`config.mk`:
```
export PLATFORM = sky130hd
export DESIGN_NAME = pwat_top
export DESIGN_NICKNAME = d
export VERILOG_FILES = /design/src/shared/pwat_pkg.sv /design/src/core/pwat_top.sv
export VERILOG_INCLUDE_DIRS = /design/src /design/src/shared
export SDC_FILE = /design/constraint.sdc
export NUM_CORES = 1
export LEC_CHECK = 0
export BUFFER_PORTS_ARGS = -buffer_cell sky130_fd_sc_hd__buf_2
export CORE_ASPECT_RATIO = 1.2
export CORE_MARGIN = 2
export CORE_UTILIZATION = 62
export DETAILED_ROUTE_END_ITERATION = 6
export PLACE_DENSITY = 0.84
export SLEW_MARGIN = 10
export SYNTH_ARGS = -nofsm -noshare
export SYNTH_HDL_FRONTEND = slang
export SYNTH_SLANG_ARGS = --single-unit
```
`constraint.sdc`:
```
create_clock -name clk_sys -period 4.2 [get_ports clk_sys]
set_input_delay 0.42 -clock clk_sys [delete_from_list [all_inputs] [get_ports clk_sys]]
set_output_delay 0.42 -clock clk_sys [all_outputs]
set_load 0.02 [all_outputs]
```
`src/shared/pwat_map.svh`:
```
// register offsets, field positions and reset values of the translator
// How it works
// window hits when unmasked pci bits 31:20 equal enabled base bits
// table_mapping_select clear picks direct mapping, set picks table lookup
// direct address is translated base and pci bits merged by and-or
// size mask sets the split; all zeros 1mb, all ones 4gb
// software clears translated base bits below the split point
// physical address bits 39:33 always driven zero; mem_rd_addr zeroes only bits 39:34, its bit 33 is table base bit 33
// direct windows map only to regions aligned on the window size
// table mode reads the translated address from a map in memory
// translated base is table start, pci page bits index the entry
// each entry maps one 8kb pci page to one 8kb memory page
// entry is a quadword, bit 0 valid, bit 1 is address bit 13
// software writes zero into entry bits 63:22
// entry bits 21:1 give page, pci bits 12:5 appended below it
// software zeroes unused entry address bits on smaller systems
// table holds one eight-byte entry per 8kb window page
// entry address merges base bits 33:10 with pci bits 31:13
// entry with bit 0 clear raises invalid-entry exception
// one quadword read per lookup, request held until entry returns
`ifndef PWAT_MAP_SVH
`define PWAT_MAP_SVH
`define PWAT_NWIN 4
`define PWAT_WIN_STRIDE 8'h10
`define PWAT_OFS_BASE 4'h0
`define PWAT_OFS_MASK 4'h4
`define PWAT_OFS_TBASE 4'h8
`define PWAT_OFS_STS 8'h40
`define PWAT_OFS_IMASK 8'h44
`define PWAT_OFS_LAST_LO 8'h48
`define PWAT_OFS_LAST_HI 8'h4c
`define PWAT_OFS_INFO 8'h50
`define PWAT_BIT_EN 0
`define PWAT_BIT_SG 1
`define PWAT_FLD_HI 31
`define PWAT_FLD_LO 20
`define PWAT_TB_HI 23
`define PWAT_INF_IRQ 0
`define PWAT_INF_BUSY 1
`define PWAT_INF_RDY 2
`define PWAT_INF_WIN_LO 3
`define PWAT_INF_WIN_HI 4
`define PWAT_INF_SG 5
`define PWAT_INF_ERR 6
`define PWAT_INF_HIT 7
`define PWAT_EV_INVALID 0
`define PWAT_EV_MISS 1
`define PWAT_NEV 2
`define PWAT_RST_WORD 32'h0000_0000
`endif

```
`src/shared/pwat_pkg.sv`:
```
// types of the pci window address translator
package pwat_pkg;
    typedef enum logic [0:0] {ST_IDLE, ST_WAIT} pwat_state_e;
    typedef struct packed {
        logic en;
        logic sg;
        logic [11:0] base;
        logic [11:0] mask;
        logic [23:0] tbase;
    } pwat_win_s;
    typedef struct packed {
        logic hit;
        logic err;
        logic sg;
        logic [39:0] addr;
    } pwat_resp_s;
    typedef struct packed {
        logic [7:0] addr;
        logic [31:0] wdata;
        logic wr;
        logic rd;
    } pwat_bus_s;
    typedef struct packed {
        pwat_win_s [3:0] win;
        logic [1:0] sts;
        logic [1:0] imask;
        pwat_state_e state;
        logic [1:0] wsel;
        logic [31:0] pci;
        pwat_resp_s resp;
        logic resp_v;
        logic rdy;
        logic mrd;
        logic [39:0] mrd_addr;
        logic [31:0] rdata;
        logic irq;
    } pwat_st_s;
endpackage

```
`src/core/pwat_top.sv`:
```
// pci target window translator: direct and table mapping to memory
//
// The register addresses and the plain strobed port were decided locally.
`timescale 1ns/10ps
`include "pwat_map.svh"
module pwat_top (
    input wire logic clk_sys,
    input wire logic reset,
    input wire pwat_pkg::pwat_bus_s bus,
    output logic [31:0] rd_data,
    input wire logic req_valid,
    input wire logic [31:0] req_addr,
    output logic req_ready,
    output logic resp_valid,
    output pwat_pkg::pwat_resp_s resp,
    output logic mem_rd_req,
    output logic [39:0] mem_rd_addr,
    input wire logic mem_rd_valid,
    input wire logic [63:0] mem_rd_data,
    output logic irq
);
    pwat_pkg::pwat_st_s s_q;
    pwat_pkg::pwat_st_s s_d;

    // per-window decode results
    logic [3:0] hit_w;
    logic [39:0] dir_w [4];
    logic [39:0] ent_w [4];

    genvar g;
    generate
        for (g = 0; g < `PWAT_NWIN; g++) begin : gw
            logic [11:0] m;
            logic [11:0] hi;
            logic [33:0] d;
            logic [33:0] e;
            assign m = s_q.win[g].mask;
            assign hit_w[g] = s_q.win[g].en
                & ((req_addr[31:20] & ~m) == (s_q.win[g].base & ~m));
            // base bits above the split, pci bits below; the base low
            // bits are cleared by the ~m mask in hardware
            assign hi = (s_q.win[g].tbase[21:10] & ~m)
                | (req_addr[31:20] & m);
            assign d = {s_q.win[g].tbase[23:22], hi, req_addr[19:0]};
            assign dir_w[g] = {7'h00, d[32:0]};
            // table entry: one quadword per 8kb page of the window
            assign e = {s_q.win[g].tbase[23:12],
                (s_q.win[g].tbase[11:0] & ~m) | (req_addr[31:20] & m),
                req_addr[19:13], 3'h0};
            assign ent_w[g] = {6'h00, e};
        end
    endgenerate

    // lowest-numbered hit wins; overlapping windows are illegal anyway
    logic any_hit;
    logic [1:0] hit_idx;
    always_comb begin
        any_hit = 1'b0;
        hit_idx = 2'h0;
        for (int i = `PWAT_NWIN - 1; i >= 0; i--) begin
            if (hit_w[i]) begin
                any_hit = 1'b1;
                hit_idx = 2'(i);
            end
        end
    end

    // register write decode
    logic win_sel;
    logic [1:0] win_idx;
    logic [3:0] win_ofs;
    assign win_sel = (bus.addr[7:6] == 2'h0);
    assign win_idx = bus.addr[5:4];
    assign win_ofs = bus.addr[3:0];

    logic [`PWAT_NEV-1:0] ev;
    logic [`PWAT_NEV-1:0] clr;
    logic [33:0] page_addr;

    // physical address from a returned entry: page from bits 21:1
    assign page_addr = {mem_rd_data[21:1], s_q.pci[12:5],
        s_q.pci[4:0]};

    always_comb begin
        s_d = s_q;
        s_d.resp_v = 1'b0;
        s_d.mrd = 1'b0;
        s_d.rdata = `PWAT_RST_WORD;
        ev = '0;
        clr = '0;

        // register writes
        if (bus.wr) begin
            if (win_sel) begin
                unique case (win_ofs)
                    `PWAT_OFS_BASE: begin
                        s_d.win[win_idx].en = bus.wdata[`PWAT_BIT_EN];
                        s_d.win[win_idx].sg = bus.wdata[`PWAT_BIT_SG];
                        s_d.win[win_idx].base =
                            bus.wdata[`PWAT_FLD_HI:`PWAT_FLD_LO];
                    end
                    `PWAT_OFS_MASK: begin
                        s_d.win[win_idx].mask =
                            bus.wdata[`PWAT_FLD_HI:`PWAT_FLD_LO];
                    end
                    `PWAT_OFS_TBASE: begin
                        s_d.win[win_idx].tbase = bus.wdata[`PWAT_TB_HI:0];
                    end
                    default: begin
                    end
                endcase
            end else begin
                unique case (bus.addr)
                    `PWAT_OFS_STS: begin
                        clr = bus.wdata[`PWAT_NEV-1:0];
                    end
                    `PWAT_OFS_IMASK: begin
                        s_d.imask = bus.wdata[`PWAT_NEV-1:0];
                    end
                    default: begin
                    end
                endcase
            end
        end

        // register reads, answered one cycle later
        if (bus.rd) begin
            if (win_sel) begin
                unique case (win_ofs)
                    `PWAT_OFS_BASE: begin
                        s_d.rdata = {s_q.win[win_idx].base, 18'h00000,
                            s_q.win[win_idx].sg, s_q.win[win_idx].en};
                    end
                    `PWAT_OFS_MASK: begin
                        s_d.rdata = {s_q.win[win_idx].mask, 20'h00000};
                    end
                    `PWAT_OFS_TBASE: begin
                        s_d.rdata = {8'h00, s_q.win[win_idx].tbase};
                    end
                    default: begin
                    end
                endcase
            end else begin
                unique case (bus.addr)
                    `PWAT_OFS_STS: begin
                        s_d.rdata = {30'h0, s_q.sts};
                    end
                    `PWAT_OFS_IMASK: begin
                        s_d.rdata = {30'h0, s_q.imask};
                    end
                    `PWAT_OFS_LAST_LO: begin
                        s_d.rdata = s_q.resp.addr[31:0];
                    end
                    `PWAT_OFS_LAST_HI: begin
                        s_d.rdata = {24'h0, s_q.resp.addr[39:32]};
                    end
                    `PWAT_OFS_INFO: begin
                        s_d.rdata[`PWAT_INF_IRQ] = s_q.irq;
                        s_d.rdata[`PWAT_INF_BUSY] =
                            (s_q.state == pwat_pkg::ST_WAIT);
                        s_d.rdata[`PWAT_INF_RDY] = s_q.rdy;
                        s_d.rdata[`PWAT_INF_WIN_HI:`PWAT_INF_WIN_LO] =
                            s_q.wsel;
                        s_d.rdata[`PWAT_INF_SG] = s_q.resp.sg;
                        s_d.rdata[`PWAT_INF_ERR] = s_q.resp.err;
                        s_d.rdata[`PWAT_INF_HIT] = s_q.resp.hit;
                    end
                    default: begin
                    end
                endcase
            end
        end

        // translation sequence
        unique case (s_q.state)
            pwat_pkg::ST_IDLE: begin
                s_d.rdy = 1'b1;
                if (req_valid && s_q.rdy) begin
                    s_d.pci = req_addr;
                    s_d.wsel = hit_idx;
                    if (!any_hit) begin
                        // miss: answered at once, no translation
                        s_d.resp = '0;
                        s_d.resp_v = 1'b1;
                        ev[`PWAT_EV_MISS] = 1'b1;
                    end else if (!s_q.win[hit_idx].sg) begin
                        s_d.resp.hit = 1'b1;
                        s_d.resp.err = 1'b0;
                        s_d.resp.sg = 1'b0;
                        s_d.resp.addr = dir_w[hit_idx];
                        s_d.resp_v = 1'b1;
                    end else begin
                        s_d.mrd = 1'b1;
                        s_d.mrd_addr = ent_w[hit_idx];
                        s_d.rdy = 1'b0;
                        s_d.state = pwat_pkg::ST_WAIT;
                    end
                end
            end
            pwat_pkg::ST_WAIT: begin
                s_d.rdy = 1'b0;
                if (mem_rd_valid) begin
                    s_d.resp.hit = 1'b1;
                    s_d.resp.sg = 1'b1;
                    s_d.resp_v = 1'b1;
                    s_d.state = pwat_pkg::ST_IDLE;
                    if (mem_rd_data[0]) begin
                        s_d.resp.err = 1'b0;
                        s_d.resp.addr = {7'h00, page_addr[32:0]};
                    end else begin
                        s_d.resp.err = 1'b1;
                        s_d.resp.addr = '0;
                        ev[`PWAT_EV_INVALID] = 1'b1;
                    end
                end
            end
        endcase

        // sticky events, a new event wins over a clear
        s_d.sts = (s_q.sts & ~clr) | ev;
        s_d.irq = |(s_d.sts & s_d.imask);
    end

    always_ff @(posedge clk_sys) begin
        if (reset) begin
            s_q <= '0;
        end else begin
            s_q <= s_d;
        end
    end

    assign rd_data = s_q.rdata;
    assign req_ready = s_q.rdy;
    assign resp_valid = s_q.resp_v;
    assign resp = s_q.resp;
    assign mem_rd_req = s_q.mrd;
    assign mem_rd_addr = s_q.mrd_addr;
    assign irq = s_q.irq;
endmodule

```
==> impl_metrics.csv <==
group,metric,value,unit
worst_setup_path,reg2regPathDepth,9,
logic_synthesis,synthSimpleGateAreaFrac,0.199,
logic_synthesis,synth_area_leaders,"dfxtp_1 (38%), nand2_1 (8.3%), mux4_2 (6.6%)",
logic_synthesis,synth_top_area_frac,0.377,
grt,grt_max_degree,115,
layout,final_util,0.681,
worst_setup_path,end_kind,"register",
job,maxCapViolCount,0,
layout,drive_gt1_frac,0.183,
sta,finalSetupViolCount,0,
worst_setup_path,crit_family,"compound AO/OA/AOI/OAI gates",
logic_synthesis,synth_compound_area_frac,0.170,
clocking,cts_hold_repair.buffers,0,
logic_synthesis,synth-seq-area-share,0.377,
logic_synthesis,syn_area,17100,sq um
power,swShare,0.233,
route,drc_errors,0,
power,p_per_area,353,nW/um^2
sta,finalSetupTns,0,ps
floorplanning,row_count,66,
worst_setup_path,reg2reg_from,"gw[1].m[9]",
logic_synthesis,synth-seq-cells,323,
worst_hold_path,min_to,"resp[31]",
worst_setup_path,worstPathRequired,4620,ps
logic_synthesis,synth_fa_ha_area_frac,0,
sta,final.period_utilization,0.858,
route,dr.pass1.iters,6,
power,p_int,5010,uW
power,p_switching,1530,uW
layout,layout_common_cells,"nand2_1 (379), dfxtp_1 (323), a21oi_1 (219)",
sta,max_slew_margin,0.132,
logic_synthesis,synthFlopType,"dfxtp_1",
logic_synthesis,synth_top_family_by_area,"simple AND/OR/NAND/NOR gates",
worst_setup_path,crit_path_max_fanout,44,
clocking,clkTransAtPathRegs,60,ps
clocking,cts_buffer_depth,3,
sta,hold_viol,0,
clocking,postCtsSetupBuffers,0,
floorplanning,die_x,156,microns
grt,gr-total-overflow,0,
clocking,clkLatencyLatePin,520,ps
layout,area_delta_synth_final,7.96,%
placed_design,dp_hpwl,40300,microns
logic_synthesis,synth_edf_count,0,
worst_setup_path,worstSetupPathType,"reg -> reg",
floorplanning,chipHeight,186,microns
worst_setup_path,cp_data_arrival_time,4030,ps
worst_setup_path,start_kind,"register",
route,drt_iter0_drc,3171,
clocking,cts_num_sinks,323,
logic_synthesis,synthMuxAreaShare,0.125,
worst_setup_path,r2r-end,"resp[29]",
power,power.share.clock,0.477,
route,viasPerCell,6.93,
route,wire_per_inst,25.0,microns
worst_setup_path,cp_slowest_cell,"buf_4",
logic_synthesis,synth_area_per_cell,8.30,sq um
power,peakVddDrop,292,uV
power,p_leak,0.00711,uW
floorplanning,initial_utilization,0.631,
worst_setup_path,worst-path-buf-inv,1,
placed_design,portBuffers,201,
placed_design,gp_congestion,1.03,
logic_synthesis,synth_xor_area_frac,0.0258,
clocking,tritoncts,"yes",
layout,final_common_cell,"nand2_1",
sta,finClkSkew,21.2,ps
sta,layout_min_cycle_time,3600,ps
worst_setup_path,cp_cell_sequence,"o22ai_1 > nor4_2 > nand2_1 > buf_4 > o211ai_4 > a211oi_2 > o21a_1 > nand2_2 > o31ai_1",
grt,grt_pass1_vias,15600,
clocking,numCtsBuffers,35,
grt,track_usage,0.409,
power,pwr-share-seq,0.471,
sta,fmax,0.278,GHz
logic_synthesis,synth.distinct_cells,65,
clocking,root_buffer,"clkbuf_16",
worst_setup_path,critPathMaxStageDelay,510,ps
floorplanning,die-area,29000,sq um
logic_synthesis,synth_top_cell_by_area,"dfxtp_1",
grt,antenna_found_initial,3,
floorplanning,io_pins,261,
power,combPwrFrac,0.052,
sta,rsz0062_at_grt,"no",
worst_setup_path,ff2ff_setup_slack,600,ps
route,dr_total_vias,16900,
grt,grt_first_pass_wirelength,90700,microns
logic_synthesis,syn_inst,2065,
clocking,h-tree-depth,2,
floorplanning,core,27200,sq um
logic_synthesis,synthArstFlopShare,0,
worst_hold_path,min_path_type,"in -> reg",
worst_hold_path,min_path_cells,3,
clocking,cts.repair.resized,0,
worst_hold_path,hold_start,"mem_rd_data[19]",
route,wl,60900,microns
route,ant_nets,0,
sta,drv_slew,0,
logic_synthesis,ys_warn_count,0,
status,status,"completed",
sta,tightest_slew,1300,ps
layout,nNetsFinal,2214,
worst max path at each step:
| stage | from | end | slack [ps] | cells after the start |
|---|---|---|---|---|
| finish | gw[1].m[9] | resp[29] | 600 | 9 |
| detailed placement | req_addr[29] | resp[27] | 570 | 11 |
| floorplan | req_addr[21] | mem_rd_addr[11] | 1650 | 10 |
| global route | gw[3].m[8] | mem_rd_addr[10] | 500 | 9 |
| global placement | req_addr[28] | mem_rd_addr[10] | 650 | 11 |
| CTS | gw[1].m[9] | resp[27] | 860 | 9 |
synth_stat cells (23+ instances only):
library cell	count
inv_1	33
xnor2_1	45
o31ai_1	25
mux4_2	50
o22ai_1	23
a21oi_1	219
a2111oi_0	29
a32oi_1	25
a22oi_1	29
clkbuf_1	113
dfxtp_1	323
mux2i_1	88
buf_4	121
nand2_1	379
nor2_1	179
buf_2	28
nand3_1	101
per-layer routing:
metal	part of all wire	wire (microns)	track usage	vias up
met5	0.00046	28	0	-
met4	0.089	5430	0.294	4
met3	0.14	8640	0.133	364
met2	0.43	26100	0.620	1447
met1	0.34	20700	0.490	7850
li1	-	-	-	7214
cells by family (layout without fill, tap and decap cells):
kind of cell	count (synthesis)	after routing
AOI/OAI and AO/OA	442	442
xor gates and xnor gates	48	48
buffers and inverters	322	337
DFF	323	323
muxes	150	150
other	1	17
and+or+nand+nor	779	779
power groups by stage:
stage | logic [uW] | registers, uW | clock network, uW
3_3_place_gp | 316 | 3150 | 0
5_1_grt | 350 | 3080 | 3230
6_report | 337 | 3080 | 3120
4_1_cts | 323 | 3080 | 3110
3_5_place_dp | 320 | 3150 | 0
2_1_floorplan | 215 | 3150 | 0
worst register-to-register path, delay by kind of cell (launching register included):
kind | cells | cell delay [ps]
AO/OA/AOI/OAI | 5 | 1830
buffers and inverters | 1 | 510
flip-flops | 1 | 500
AND/OR/NAND/NOR | 3 | 700
stage by stage:
stage	cells	power [uW]	hold WS [ps]	worst slack, ps	instance area, sq um
global placement	2375	3460	434	651	17400
detailed placement	2375	3470	445	569	17400
CTS	2435	6510	124	856	18500
floorplan	2080	3360	432	1650	17200
finish	2436	6540	132	598	18500
global route	2435	6650	118	501	18500
cell type report:
| type | count | area [sq um] |
|---|---|---|
| multi-input combinational | 1435 | 8980 |
| fill | 2150 | 8660 |
| sequential | 323 | 6470 |
| timing repair buffer | 244 | 1360 |
| clock buffer | 47 | 983 |
| tap | 340 | 425 |
| clock inverter | 13 | 165 |
| inverter | 33 | 124 |
| antenna | 1 | 2.50 |
registers in the layout, indices dropped and copies added, names as in the netlist:
register	cells
req_ready	1
dir_w	4
ent_w	44
resp	36
resp_valid	1
s_q	111
irq	1
gw.m	48
rd_data	32
mem_rd_addr	31
mem_rd_req	1
page_addr	13
Note: power is estimated with default switching activity, not from simulation.
